`config.mk`:
```
export PLATFORM = sky130hd
export DESIGN_NAME = flash_cfg_regs
export DESIGN_NICKNAME = d
export VERILOG_FILES = /design/src/inc/flash_cfg_pkg.sv /design/src/verilog/pin_sync.sv /design/src/verilog/flash_cfg_regs.sv
export SDC_FILE = /design/constraint.sdc
export NUM_CORES = 1
export LEC_CHECK = 0
export ABC_AREA = 1
export BUFFER_PORTS_ARGS = -buffer_cell sky130_fd_sc_hd__buf_2
export CORE_MARGIN = 8
export CORE_UTILIZATION = 40
export CTS_BUF_LIST = sky130_fd_sc_hd__clkbuf_4
export CTS_CLUSTER_DIAMETER = 80
export DETAILED_ROUTE_END_ITERATION = 10
export PLACE_DENSITY = 0.58
export SLEW_MARGIN = 20
export SYNTH_ARGS = -nofsm -noshare
export SYNTH_HDL_FRONTEND = slang
export SYNTH_SLANG_ARGS = --single-unit
```
`constraint.sdc`:
```
create_clock -name clk_i -period 2.75 [get_ports clk_i]
set_input_delay 0.1375 -clock clk_i [delete_from_list [all_inputs] [get_ports clk_i]]
set_output_delay 0.1375 -clock clk_i [all_outputs]
set_load 0.01 [all_outputs]
```
`src/inc/flash_cfg_pkg.sv`:
```
// constants for the configuration and status register block of a serial flash
// assumes the serial command framing: 8-bit opcode, 16-bit fields, msb first
package flash_cfg_pkg;

  // opcodes handled here
  localparam logic [7:0] CMD_READ_CFG   = 8'h8b;
  localparam logic [7:0] CMD_WRITE_CFG  = 8'h8a;
  localparam logic [7:0] CMD_READ_STAT  = 8'h83;
  localparam logic [7:0] CMD_WR_ENABLE  = 8'h06;
  localparam logic [7:0] CMD_WR_DISABLE = 8'h04;
  localparam logic [7:0] CMD_CLR_CMP    = 8'h89;

  // configuration word
  localparam logic [15:0] CFG_RESET      = 16'h0009;
  localparam logic [15:0] CFG_WRITE_MASK = 16'h01ff;
  localparam int          CFG_PUMP_BIT   = 8;
  localparam int          CFG_RANGE_MSB  = 7;
  localparam int          CFG_RANGE_LSB  = 4;
  localparam int          CFG_DIR_BIT    = 3;
  localparam int          CFG_EDGE_BIT   = 2;
  localparam int          CFG_PIN_MSB    = 1;
  localparam int          CFG_PIN_LSB    = 0;

  // protection range
  localparam logic [3:0] RANGE_NONE  = 4'h0;
  localparam logic [3:0] RANGE_ALL   = 4'hf;
  localparam int         BLOCK_SHIFT = 5;

  // dual-purpose pin functions
  localparam logic [1:0] PIN_SUSPEND = 2'h0;
  localparam logic [1:0] PIN_NC      = 2'h1;
  localparam logic [1:0] PIN_RB_OD   = 2'h2;
  localparam logic [1:0] PIN_RB_PP   = 2'h3;

  // status word bit positions
  localparam int ST_BUSY_BIT = 7;
  localparam int ST_XFER_BIT = 6;
  localparam int ST_WE_BIT   = 4;
  localparam int ST_CMP_BIT  = 3;

  // frame bit counts, in sck rising edges
  localparam logic [6:0] CNT_OPCODE   = 7'h08;
  localparam logic [6:0] CNT_CFG_DATA = 7'h18;
  localparam logic [6:0] CNT_CTRL_END = 7'h38;
  localparam logic [6:0] CNT_DATA_LO  = 7'h48;
  localparam logic [6:0] CNT_WRAP     = 7'h57;

  // ready/busy word sent before read data
  localparam logic [15:0] RB_READY = 16'h9999;
  localparam logic [15:0] RB_BUSY  = 16'h6666;

endpackage : flash_cfg_pkg

```
`src/verilog/pin_sync.sv`:
```
// two-flop synchroniser for a group of asynchronous pins
// assumes every bit is an independent level; no bus coherence implied
`timescale 1ns/100ps
module pin_sync #(
  parameter int         W       = 1,
  parameter logic [W-1:0] RST_VAL = '1
) (
  input  wire logic         clk_i,
  input  wire logic         rst_n_i,
  input  wire logic [W-1:0] d_i,
  output logic      [W-1:0] q_o
);

  logic [W-1:0] meta_q;
  logic [W-1:0] sync_q;

  // reset level per pin must match the edge detectors behind it, else a false edge follows reset
  always_ff @(posedge clk_i or negedge rst_n_i)
  begin
    if (!rst_n_i)
    begin
      meta_q <= RST_VAL;
      sync_q <= RST_VAL;
    end
    else
    begin
      meta_q <= d_i;
      sync_q <= meta_q;
    end
  end

  assign q_o = sync_q;

endmodule : pin_sync

```
`src/verilog/flash_cfg_regs.sv`:
```
// configuration and status register logic of a serial flash, seen from the serial pins
// assumes sck, cs_n, si, wp_n and the dual pin are asynchronous; the array core is on clk_i
`timescale 1ns/100ps
module flash_cfg_regs #(
  parameter int SECTOR_W = 9
) (
  input  wire logic                clk_i,
  input  wire logic                rst_n_i,
  input  wire logic                sck_i,
  input  wire logic                cs_n_i,
  input  wire logic                si_i,
  input  wire logic                wp_n_i,
  output logic                     so_o,
  output logic                     so_oe_o,
  input  wire logic                dual_pin_i,
  output logic                     dual_pin_o,
  output logic                     dual_pin_oe_o,
  input  wire logic                array_busy_i,
  input  wire logic                xfer_busy_i,
  input  wire logic                cmp_valid_i,
  input  wire logic                cmp_mismatch_i,
  input  wire logic [SECTOR_W-1:0] wr_sector_i,
  output logic                     wr_allowed_o,
  output logic                     alt_pump_freq_o,
  input  wire logic [15:0]         nv_cfg_i,
  output logic [15:0]              nv_wdata_o,
  output logic                     nv_write_o
);

  ////////////////////////////////////////////////////////////////////////////
  // pin synchronisers

  logic [4:0] pins_s;
  logic       sck_s;
  logic       cs_n_s;
  logic       si_s;
  logic       wp_n_s;
  logic       dual_s;

  pin_sync #(.W(5), .RST_VAL(5'h1f)) u_pin_sync (
    .clk_i     (clk_i),
    .rst_n_i   (rst_n_i),
    .d_i       ({sck_i, cs_n_i, si_i, wp_n_i, dual_pin_i}),
    .q_o       (pins_s)
  );

  assign {sck_s, cs_n_s, si_s, wp_n_s, dual_s} = pins_s;

  ////////////////////////////////////////////////////////////////////////////
  // configuration fields and derived state

  logic [15:0] cfg_q;
  logic [15:0] cfg_d;
  logic [3:0]  range_code;
  logic        protect_from_top;
  logic        out_edge_select;
  logic [1:0]  dual_pin_function;
  logic        busy;
  logic        hold_active;
  logic [7:0]  status_bits;
  logic        we_q;
  logic        we_d;
  logic        mismatch_q;
  logic        mismatch_d;

  assign range_code        = cfg_q[flash_cfg_pkg::CFG_RANGE_MSB:flash_cfg_pkg::CFG_RANGE_LSB];
  assign protect_from_top  = cfg_q[flash_cfg_pkg::CFG_DIR_BIT];
  assign out_edge_select   = cfg_q[flash_cfg_pkg::CFG_EDGE_BIT];
  assign dual_pin_function = cfg_q[flash_cfg_pkg::CFG_PIN_MSB:flash_cfg_pkg::CFG_PIN_LSB];
  assign alt_pump_freq_o   = cfg_q[flash_cfg_pkg::CFG_PUMP_BIT];
  assign busy              = array_busy_i | xfer_busy_i;

  // suspend only counts when the pin is configured as an input
  assign hold_active = (dual_pin_function == flash_cfg_pkg::PIN_SUSPEND) & ~dual_s;

  always_comb
  begin
    status_bits                             = 8'h00;
    status_bits[flash_cfg_pkg::ST_BUSY_BIT] = busy;
    status_bits[flash_cfg_pkg::ST_XFER_BIT] = xfer_busy_i;
    status_bits[flash_cfg_pkg::ST_WE_BIT]   = we_q;
    status_bits[flash_cfg_pkg::ST_CMP_BIT]  = mismatch_q;
  end

  ////////////////////////////////////////////////////////////////////////////
  // serial frame: edge detect, bit count, opcode and data capture

  logic       sck_prev_q;
  logic       cs_prev_q;
  logic       sck_rise;
  logic       sck_fall;
  logic       cs_rise;
  logic [6:0] cnt_q;
  logic [6:0] cnt_d;
  logic [15:0] sr_q;
  logic [15:0] sr_d;
  logic [7:0]  opcode_q;
  logic [7:0]  opcode_d;
  logic [15:0] cfg_in_q;
  logic [15:0] cfg_in_d;
  logic        wp_seen_q;
  logic        wp_seen_d;

  // frozen edges while suspended keep the partial command intact
  assign sck_rise = sck_s & ~sck_prev_q & ~cs_n_s & ~hold_active;
  assign sck_fall = ~sck_s & sck_prev_q & ~cs_n_s & ~hold_active;
  assign cs_rise  = cs_n_s & ~cs_prev_q;

  always_comb
  begin
    cnt_d     = cnt_q;
    sr_d      = sr_q;
    opcode_d  = opcode_q;
    cfg_in_d  = cfg_in_q;
    wp_seen_d = wp_seen_q | (~cs_n_s & ~wp_n_s);
    if (cs_n_s)
    begin
      cnt_d     = 7'h00;
      wp_seen_d = 1'b0;
    end
    else if (sck_rise)
    begin
      sr_d  = {sr_q[14:0], si_s};
      // read streams repeat their data field past the wrap point
      cnt_d = (cnt_q == flash_cfg_pkg::CNT_WRAP) ? flash_cfg_pkg::CNT_DATA_LO : cnt_q + 7'h01;
      if (cnt_d == flash_cfg_pkg::CNT_OPCODE)
        opcode_d = sr_d[7:0];
      if (cnt_d == flash_cfg_pkg::CNT_CFG_DATA)
        cfg_in_d = sr_d;
    end
  end

  always_ff @(posedge clk_i or negedge rst_n_i)
  begin
    if (!rst_n_i)
    begin
      sck_prev_q <= 1'b1;
      cs_prev_q  <= 1'b1;
      cnt_q      <= 7'h00;
      sr_q       <= 16'h0000;
      opcode_q   <= 8'h00;
      cfg_in_q   <= 16'h0000;
      wp_seen_q  <= 1'b0;
    end
    else
    begin
      sck_prev_q <= sck_s;
      cs_prev_q  <= cs_n_s;
      cnt_q      <= cnt_d;
      sr_q       <= sr_d;
      opcode_q   <= opcode_d;
      cfg_in_q   <= cfg_in_d;
      wp_seen_q  <= wp_seen_d;
    end
  end

  ////////////////////////////////////////////////////////////////////////////
  // register updates at the end of a frame, after reset and on a compare mismatch

  logic load_pend_q;
  logic load_pend_d;
  logic nv_write_d;
  logic [15:0] nv_wdata_d;
  logic cfg_cmd_ok;

  // a configuration write landing mid-program is dropped, not queued
  assign cfg_cmd_ok = cs_rise & (opcode_q == flash_cfg_pkg::CMD_WRITE_CFG)
                      & (cnt_q >= flash_cfg_pkg::CNT_CFG_DATA) & ~busy;

  always_comb
  begin
    cfg_d       = cfg_q;
    load_pend_d = 1'b0;
    nv_write_d  = 1'b0;
    nv_wdata_d  = nv_wdata_o;
    we_d        = we_q;
    mismatch_d  = mismatch_q;
    if (load_pend_q)
      cfg_d = nv_cfg_i & flash_cfg_pkg::CFG_WRITE_MASK;
    else if (cfg_cmd_ok)
    begin
      // reserved bits never reach a function
      cfg_d      = cfg_in_q & flash_cfg_pkg::CFG_WRITE_MASK;
      nv_write_d = 1'b1;
      nv_wdata_d = cfg_d;
    end
    if (cs_rise && cnt_q >= flash_cfg_pkg::CNT_OPCODE)
    begin
      if (opcode_q == flash_cfg_pkg::CMD_WR_ENABLE)
        we_d = ~wp_seen_q;
      if (opcode_q == flash_cfg_pkg::CMD_WR_DISABLE)
        we_d = 1'b0;
      if (opcode_q == flash_cfg_pkg::CMD_CLR_CMP)
        mismatch_d = 1'b0;
    end
    if (cmp_valid_i && cmp_mismatch_i)
      mismatch_d = 1'b1;  // set beats clear
  end

  always_ff @(posedge clk_i or negedge rst_n_i)
  begin
    if (!rst_n_i)
    begin
      cfg_q       <= flash_cfg_pkg::CFG_RESET;
      load_pend_q <= 1'b1;
      nv_write_o  <= 1'b0;
      nv_wdata_o  <= flash_cfg_pkg::CFG_RESET;
      we_q        <= 1'b0;
      mismatch_q  <= 1'b0;
    end
    else
    begin
      cfg_q       <= cfg_d;
      load_pend_q <= load_pend_d;
      nv_write_o  <= nv_write_d;
      nv_wdata_o  <= nv_wdata_d;
      we_q        <= we_d;
      mismatch_q  <= mismatch_d;
    end
  end

  ////////////////////////////////////////////////////////////////////////////
  // serial output of ready/busy word then configuration or status

  logic       so_q;
  logic       so_d;
  logic       so_en_q;
  logic       so_en_d;
  logic [6:0] idx;
  logic       is_read;
  logic       drive_edge;
  logic       stream_bit;
  logic [15:0] rb_word;

  assign is_read    = (opcode_q == flash_cfg_pkg::CMD_READ_CFG) | (opcode_q == flash_cfg_pkg::CMD_READ_STAT);
  assign idx        = cnt_d - flash_cfg_pkg::CNT_CTRL_END;
  assign rb_word    = busy ? flash_cfg_pkg::RB_BUSY : flash_cfg_pkg::RB_READY;
  assign drive_edge = out_edge_select ? sck_rise : sck_fall;

  always_comb
  begin
    if (idx < 7'h10)
      stream_bit = rb_word[4'hf - idx[3:0]];
    else if (opcode_q == flash_cfg_pkg::CMD_READ_CFG)
      stream_bit = cfg_q[4'hf - idx[3:0]];
    else
      stream_bit = status_bits[3'h7 - idx[2:0]];
  end

  always_comb
  begin
    so_d    = so_q;
    so_en_d = so_en_q;
    if (cs_n_s)
      so_en_d = 1'b0;
    else if (drive_edge && is_read && cnt_d >= flash_cfg_pkg::CNT_CTRL_END)
    begin
      so_d    = stream_bit;
      so_en_d = 1'b1;
    end
  end

  always_ff @(posedge clk_i or negedge rst_n_i)
  begin
    if (!rst_n_i)
    begin
      so_q    <= 1'b0;
      so_en_q <= 1'b0;
    end
    else
    begin
      so_q    <= so_d;
      so_en_q <= so_en_d;
    end
  end

  assign so_o    = so_q;
  assign so_oe_o = so_en_q & ~cs_n_s & ~hold_active;

  ////////////////////////////////////////////////////////////////////////////
  // dual-purpose pin and write protection

  always_comb
  begin
    dual_pin_o    = ~busy;
    dual_pin_oe_o = 1'b0;
    if (dual_pin_function == flash_cfg_pkg::PIN_RB_OD)
      dual_pin_oe_o = busy;
    else if (dual_pin_function == flash_cfg_pkg::PIN_RB_PP)
      dual_pin_oe_o = 1'b1;
  end

  logic [SECTOR_W:0] span;
  logic [SECTOR_W:0] sector_ext;
  logic              in_range;

  assign span       = (SECTOR_W+1)'(range_code) << flash_cfg_pkg::BLOCK_SHIFT;
  assign sector_ext = {1'b0, wr_sector_i};

  always_comb
  begin
    if (range_code == flash_cfg_pkg::RANGE_NONE)
      in_range = 1'b0;
    else if (range_code == flash_cfg_pkg::RANGE_ALL)
      in_range = 1'b1;
    else if (protect_from_top)
      in_range = (sector_ext + span) >= (SECTOR_W+1)'(1 << SECTOR_W);
    else
      in_range = sector_ext < span;
  end

  // a low write-protect pin blocks everything, so the range only matters when high
  assign wr_allowed_o = we_q & wp_n_s & ~in_range;
endmodule : flash_cfg_regs

```
==> results.md, run 1 <==
- The number of buffer cells added on primary ports is 39.
- The tightest slew margin relative to the limit is 47.7%.
- The signal on the critical path passes through ha_1 -> fa_1 -> a21oi_1 -> nor2_1 -> o21ai_0 -> nand3_1 -> a21oi_1 -> buf_2.
- The class of the worst hold path is in -> reg.
- The number of antenna violations at the first check in global routing is 0.
- For the pin with the worst max-slew slack, the measured transition is 784 ps.
- Counting along the longest clock path gives a buffer depth of 2.
- The core footprint is 8640 µm².
- The flip-flop and latch count after synthesis is 69.
- The final-stage net count is 489.
- The count of H-tree levels built during CTS is 3.
- Clock tree synthesis selected as its root buffer the cell sky130_fd_sc_hd__clkbuf_4.
- From synthesis to final layout, the design area changed by 17.2%.
- The pin count of the biggest net entering global routing is 36.
- The all-layer global routing usage is 14.2%.
- The die is 110 µm tall.
- Cells with a size suffix above 1 make up 28.0% of the layout.
- The number of buffers added by the clock tree synthesis step is 9.
- Clock-pin slew was measured on the worst setup and hold paths at between 100 and 150 ps.
- The sink count of the clock tree is around 70.
- The overall power after layout is 0.00216 W.
- For this design the top-level I/O count stands at 59.
- In this run the static leakage power is approximately 1.9 nW.
- The adder-cell share of the synthesized area is 4.47%.
- Once the clock tree was built, the resizer swapped 0 gates to a different size.
- Once detail routing completed, the nets flagged for antenna violations numbered 0.
- The kind of start point of the critical path is a register.
- After synthesis, the largest family of logic cells by area is simple AND/OR/NAND/NOR gates.
- The die boundary width is 110 µm.
- Setup violations remaining at the end of the flow were counted as 0.
- Of the total synthesized cell area, the portion taken by XOR and XNOR cells is between 1 and 1.5%.
- The floorplan has 34 rows.
- Setup repair after global routing left no endpoint under its margin.
- The post-CTS setup buffer count is 0.
- The final wirelength is 7870 µm.
- The worst setup path category is reg -> out.
- The clock share of power is 35.6%.
- The last weighted congestion value of the routability-driven placer is between 0.8 and 0.9.
- The via count of the first global-routing pass came to 2730.
- After routing, the total negative slack on setup checks comes to 0 ps.
- The stage delay of the slowest cell on the critical path is 450 ps.
- The detail-routed via count per cell is 4.79.
- The worst setup path is captured at an output pin.
- For this run, design rule violations remaining after detail routing come to 0.
- The final instance count without filler cells is 554.
- The combinational share of power is 12.7%.
- Timing would allow up to roughly 440 MHz.
- In the final routed layout, each cell accounts on average for 14.2 µm.
- The synthesized netlist occupies a cell area of 3530 µm².
- At the worst endpoint, the arrival time is 2160 ps.
- Along the worst path, the maximum fanout reaches 4.
- After technology mapping, the gate count stands at 378.
- The sequential area share after synthesis is 49.6%.
- The tool flagged a number of max-cap violations equal to 0.
- The final instance area is 4130 µm².
- The sequential cell fraction of total power is between 50% and 60%.
- The total count of max-transition violations in the final report is 0.
- The internal power of the cells totals 0.00155 W.
- The Yosys warning count is 0.
- Of the total synthesized cell area, the portion taken by AND, OR, NAND and NOR gates is 21.7%.
- Between clock sinks in the finished design, the worst skew comes to around 27 ps.
- The synthesized netlist devotes 13.4% of its cell area to compound gates.
- The share of the clock period used by the worst path is 83.5%.
- The number of failing hold endpoints at the final stage is 0.
- Synthesis instantiated 41 different standard cells from the library.
- The total overflow left after global routing is 0.
- The net switching power of the design is 0.000607 W.
- After synthesis, the mean cell area works out to 9.33 µm².
- Detailed placement finished with a half-perimeter wire length of 5940 µm.
- The via count is 2651.
- The required time at the worst-slack endpoint is 2610 ps.
- By instance count, the cell type seen most on the critical path is sky130_fd_sc_hd__a21oi_1.
- 0 antenna diodes ended up in the layout.
- The overall die area is around 12000 µm².
- TritonCTS built the clock tree.
- After detailed placement, the design holds a cell count of approximately 520.
- In this run the cell area measured after placement is 3800 µm².
- The number of DRC markers in iteration 0 is 106.
- After synthesis, the share of cell area in mux cells is less than 1%.
- IR analysis of the VDD net gives a maximum drop of 0.266 mV.
- The switching part of the total is between 20% and 30%.
- For the worst-skew pair, the clock arrives at the later sink with an insertion delay of roughly 410 ps.
- The run finished with clean final reports.
- For this design the ratio of total power to cell area is 522 nW/µm².
- The initial utilization of the core area, before any placement, comes to a little over 40%.
- The clock period minus final worst setup slack is 2300 ps.
- The slowest stage of the critical path is the sky130_fd_sc_hd__dfrtp_1 cell.
- The iteration count of the initial detailed-routing pass is 4.
- The first global-routing pass estimated 13200 µm of wire.
-- layout by cell type (no fill, tap or decap), types with 3 or more instances in the layout --
cell / netlist / routed
sky130_fd_sc_hd__a21oi_1: 13 / 13
sky130_fd_sc_hd__buf_2: 1 / 39
sky130_fd_sc_hd__buf_4: 7 / 4
sky130_fd_sc_hd__clkbuf_4: 0 / 9
sky130_fd_sc_hd__conb_1: 1 / 8
sky130_fd_sc_hd__dfrtp_1: 52 / 52
sky130_fd_sc_hd__dfstp_2: 17 / 17
sky130_fd_sc_hd__dlygate4sd3_1: 0 / 17
sky130_fd_sc_hd__ha_1: 11 / 11
sky130_fd_sc_hd__inv_1: 48 / 48
sky130_fd_sc_hd__inv_2: 4 / 4
sky130_fd_sc_hd__nand2_1: 81 / 81
sky130_fd_sc_hd__nand2_2: 8 / 8
sky130_fd_sc_hd__nand3_1: 22 / 22
sky130_fd_sc_hd__nand3_2: 3 / 3
sky130_fd_sc_hd__nand4_1: 5 / 5
sky130_fd_sc_hd__nor2_1: 16 / 16
sky130_fd_sc_hd__nor2_2: 3 / 3
sky130_fd_sc_hd__nor2_4: 3 / 3
sky130_fd_sc_hd__nor3_1: 3 / 3
sky130_fd_sc_hd__o21ai_0: 15 / 15
sky130_fd_sc_hd__o21ai_1: 12 / 12
sky130_fd_sc_hd__o21ai_2: 17 / 17
sky130_fd_sc_hd__o221ai_1: 9 / 9
sky130_fd_sc_hd__xor2_1: 3 / 3
-- registers in the layout (all words and copies together), names as in the netlist --
signal and flops:
load_pend_q 1, sck_prev_q 1, cnt_q 7, cfg_in_q 9, opcode_q 8, u_pin_sync.q_o 5
so_en_q 1, nv_wdata_o 9, nv_write_o 1, cs_prev_q 1, u_pin_sync.meta_q 5, we_q 1
cfg_q 9, so_o 1, sr_q 8, wp_seen_q 1, mismatch_q 1
-- through the flow --
step / worst slack, ps / hold WS [ps] / util [%]
floorplan: 767 / -158 / -
global placement: 511 / 243 / 44.0
detailed placement: 506 / 244 / 44.0
CTS: 407 / 212 / 47.9
global route: 258 / 270 / 47.9
finish: 453 / 256 / 47.9
-- Yosys cell counts (all sizes together) --
master   n  area [µm²]
a21oi   15        82.6
buf     12         103
clkbuf   3        12.5
conb     1        3.75
dfrtp   52        1300
dfstp   17         447
fa       1        20.0
ha      11         138
inv     53         204
mux2     1        15.0
nand2   90         365
nand3   26         158
nand3b   2        27.5
nand4    5        31.3
nor2    23         133
nor3     4        31.3
nor3b    1        7.51
nor4     2        12.5
o211ai   2        28.8
o21ai   44         284
o221ai   9        78.8
xor2     4        42.6
-- critical path: cells and delay by family, from the launching register on --
kind / cells / cell delay (ps)
fa+ha+maj: 2 / 570
flops: 1 / 450
simple gates: 2 / 150
buf+inv: 1 / 150
compound gates: 3 / 420
-- repair_timing --
action / 4_1_cts / 5_1_grt
hold buffers: 17 / 0
hold endpoints to repair: 42 / 0
setup endpoints to repair: 0 / 0
-- per-layer routing --
layer,wire length [µm],track usage (%)
met1,3550,18.0
met2,3830,23.5
met3,397,2.75
met4,93,5.11
met5,0,0
-- cells by family after synthesis --
logic type | after synthesis
adder cells (fa/ha/maj) | 12
flip-flops | 69
other | 1
XOR/XNOR | 4
AO/OA/AOI/OAI | 70
multiplexers | 1
buffers and inverters | 68
AND/OR/NAND/NOR | 153
-- power groups by stage --
stage | sequential, W | clock, W | combinational [W]
2_1_floorplan | 0.00112 | 0 | 0.000180
3_3_place_gp | 0.00113 | 0 | 0.000253
3_5_place_dp | 0.00113 | 0 | 0.000258
4_1_cts | 0.00112 | 0.000796 | 0.000278
5_1_grt | 0.00112 | 0.000830 | 0.000318
6_report | 0.00112 | 0.000767 | 0.000274
-- cell type report --
cell class	instances	area [µm²]
clock buffers	9	67.6
clock inverters	7	98.8
fillers	839	4500
inverters	53	204
multi-input cells	248	1490
flip-flops and latches	69	1750
well taps	108	135
repair buffers	60	395
-- path summary, 6_finish.rpt --
kind | start | to | slack [ps] | cells past startpoint
worst max register to register | cfg_q[0] | opcode_q[1] | 470 | 9
min in group asynchronous | rst_n_i | cfg_in_q[3] | 330 | 2
max in group asynchronous | rst_n_i | u_pin_sync.meta_q[3] | 1600 | 3
worst max-delay path | cfg_q[4] | wr_allowed_o | 450 | 8
worst min-delay path | array_busy_i | nv_write_o | 260 | 6
worst min register to register | u_pin_sync.meta_q[4] | u_pin_sync.q_o[4] | 330 | 0
Power figures use the tool's default switching activity.
==> inputs of run 2 (changes only) <==
--- a/config.mk
+++ b/config.mk
@@ -12,7 +12,7 @@
 export CTS_BUF_LIST = sky130_fd_sc_hd__clkbuf_4
 export CTS_CLUSTER_DIAMETER = 80
 export DETAILED_ROUTE_END_ITERATION = 10
-export PLACE_DENSITY = 0.58
+export PLACE_DENSITY = 0.6
 export SLEW_MARGIN = 20
 export SYNTH_ARGS = -nofsm -noshare
 export SYNTH_HDL_FRONTEND = slang
==> constraint.sdc (replaced) <==
create_clock -name clk_i -period 2.05 [get_ports clk_i]
set_input_delay 0.1025 -clock clk_i [delete_from_list [all_inputs] [get_ports clk_i]]
set_output_delay 0.1025 -clock clk_i [all_outputs]
set_load 0.01 [all_outputs]
==> run 2 against run 1 <==
Against the previous run: the flow now finishes with violations (negative setup slack); wire length grew 4.7%; sequential cell count unchanged; sequential share of layout area shrank 2.2 points; non-clock buffer count up 22; final area up 5.6%; register-to-register slack got worse by 420 ps; final cell count is 4.0% higher; clock power is 36% higher; highest routed layer unchanged.
==> results.md, run 2 (synthesis gave the netlist of run 1 again) <==
- The overall power after layout is 0.00294 W (was 0.00216 W).
- The clock latency reported for the late side of the worst-skew pair is 420 ps (was 410 ps).
- The core footprint is 8640 µm² (unchanged).
- The total count of max-transition violations in the final report came to 0 (unchanged).
- The worst hold margin came to 212 ps (was 256 ps).
- The iteration count of the initial detailed-routing pass was 4 (unchanged).
- The number of remaining DRC errors is 0 (unchanged).
- The leakage dissipation is 2.06 nW (was 1.94 nW).
- The last weighted congestion value of the routability-driven placer is 0.867 (was 0.838).
- The via count came to 2801 (was 2651).
- The max-cap check violation count was 0 (unchanged).
- The first-pass GRT wire length came to 13200 µm (about the same).
- The setup slack after layout was -58.3 ps (was 453 ps).
- The final routed wire length divided by cell count was 14.3 µm (was 14.2 µm).
- The share of cells above drive strength 1 is 34.0% (was 28.0%).
- The maximum buffer depth of the clock tree came to 2 (unchanged).
- The number of antenna repair diodes is 0 (unchanged).
- The share of the clock period used by the worst path is 103%.
- The required time at the worst-slack endpoint was 1950 ps (was 2610 ps).
- The utilization after layout is 50.6% (was 47.9%).
- The worst setup path category is reg -> out (unchanged).
- Biggest registers after layout: cfg_in_q: 9 flops, cfg_q: 9 flops, nv_wdata_o: 9 flops (unchanged).
- The via count of the first global-routing pass was 2707 (was 2730).
- The clock transition at the register clock pins on the worst setup and hold paths after CTS was 120 ps (was 140 ps).
- Commonest cells after routing, fill and taps aside: 77 x sky130_fd_sc_hd__nand2_1, 52 x sky130_fd_sc_hd__dfrtp_1, 47 x sky130_fd_sc_hd__inv_1 (was 81 x sky130_fd_sc_hd__nand2_1, 52 x sky130_fd_sc_hd__dfrtp_1, 48 x sky130_fd_sc_hd__inv_1).
- The detail-routed via count per cell is 4.86 (was 4.79).
- The arrival time reported for the critical path endpoint is 2010 ps (was 2160 ps).
- The worst slack at placement came to -42.6 ps (was 506 ps).
- The sink count of the clock tree was 69 (unchanged).
- The depth of the worst register-to-register path was 13 (was 9).
- The starting density of the core is 40.8% (unchanged).
- The power density normalized to cell area is 673 nW/µm² (was 522 nW/µm²).
- The number of nets still failing antenna checks after routing is 0 (unchanged).
- The number of fill cells is 830 (was 839).
- The most frequent standard cell in the layout excluding fill and tap cells was sky130_fd_sc_hd__nand2_1 (unchanged).
- The total of endpoints with negative setup slack in the final report is 1 (was 0).
- The checks that failed: negative setup slack.
- The final-stage net count is 511 (was 489).
- The kind of end point of the critical path is an output pin (unchanged).
- The overall die area was 12100 µm² (unchanged).
- The instance area after placement is 3940 µm² (was 3800 µm²).
- The pin count of the biggest net entering global routing is 70 (was 36).
- The class of the worst hold path is in -> async (was in -> reg).
- The count of H-tree levels built during CTS is 3 (unchanged).
- The area growth from synthesis to layout is 23.8% (was 17.2%).
- Unrepaired setup endpoints after global routing: yes (was no).
- The maximum achievable frequency is about 470 MHz.
- The number of DRC markers in iteration 0 is 131 (was 106).
- The HPWL after detailed placement was 5980 µm (was 5940 µm).
- The kind of start point of the critical path is a register (unchanged).
- The clock period minus final worst setup slack is 2110 ps.
- The overall die height is 110 µm (unchanged).
- The final wirelength came to 8240 µm (was 7870 µm).
- The largest driver fanout on the critical path came to 2 (was 4).
- The count of standard-cell rows is 34 (unchanged).
- The number of ports placed on the die boundary was 59 (unchanged).
- The remaining global-route overflow is 0 (unchanged).
- The die boundary width is 110 µm (unchanged).
- The TritonCTS clock tree was yes (unchanged).
- The root buffer cell is sky130_fd_sc_hd__clkbuf_4 (unchanged).
- The final instance area is 4370 µm² (was 4130 µm²).
- Result of the run: complete, but fails checks (was finished clean).
- The number of antenna violations at the first check in global routing is 0 (unchanged).
- The number of failing hold endpoints at the final stage was 0 (unchanged).
- The number of buffers added by the clock tree synthesis step is 9 (unchanged).
- The number of buffer cells added on primary ports was 39 (unchanged).
- The maximum vdd ir drop is 0.378 mV (was 0.266 mV).
- The all-layer global routing usage came to 14.3% (was 14.2%).
- The setup skew after layout is 16.0 ps (was 26.9 ps).
run 2: area by class of cell:
type | count | area, µm² | share of cell area (%)
Multi-Input combinational cell | 248 | 1520 | 34.9
Inverter | 53 | 206 | 4.73
Timing Repair Buffer | 82 | 589 | 13.5
Clock buffer | 12 | 90.1 | 2.06
Tap cell | 108 | 135 | 3.10
Sequential cell | 69 | 1750 | 40.0
Clock inverter | 4 | 72.6 | 1.66
run 2: per-stage QoR:
stage	std cells	setup TNS, ps
finish	576	-58.3
global route	576	-300
CTS	571	-123
detailed placement	537	-42.6
global placement	537	0
floorplan	385	0
run 2: final timing paths:
check	to	slack (ps)	startpoint
max in group asynchronous	u_pin_sync.meta_q[4]	1470	rst_n_i
hold reg to reg	u_pin_sync.q_o[3]	350	u_pin_sync.meta_q[3]
setup reg to reg	so_o	50	cnt_q[0]
setup / recovery	wr_allowed_o	-60	cfg_q[4]
hold / removal	cnt_q[2]	210	rst_n_i
min in group clk_i	so_o	310	xfer_busy_i
run 2: worst max-delay path, stage by stage, from the launching register on:
cell,delay (ps)
sky130_fd_sc_hd__dfrtp_1,420
sky130_fd_sc_hd__ha_2,180
sky130_fd_sc_hd__fa_2,330
sky130_fd_sc_hd__a21oi_2,120
sky130_fd_sc_hd__nor2_1,50
sky130_fd_sc_hd__o21ai_1,110
sky130_fd_sc_hd__nand3_1,110
sky130_fd_sc_hd__a21oi_2,130
sky130_fd_sc_hd__buf_2,140
run 2: per-layer routing:
metal  global-route usage [%]  vias to the layer above  wire length (µm)
li1                         -                     1390                 -
met1                     18.2                     1346              3820
met2                     22.9                       54              3940
met3                     2.81                       11               338
met4                     6.46                        0               129
met5                        0                        -                 0
run 2: what timing repair did:
action,CTS,global route
setup endpoints to repair,2,18
buffers inserted,1,5
pin swaps,6,6
endpoints found under the hold margin,82,0
resized for setup,8,10
hold buffers,17,0
run 2: where the power goes:
group | leakage [nW] | internal (W) | switching, W | total (W)
clock network | 0.0892 | 0.000535 | 0.000500 | 0.00104
registers | 0.873 | 0.00145 | 0.0000495 | 0.00150
logic | 1.09 | 0.000156 | 0.000251 | 0.000406
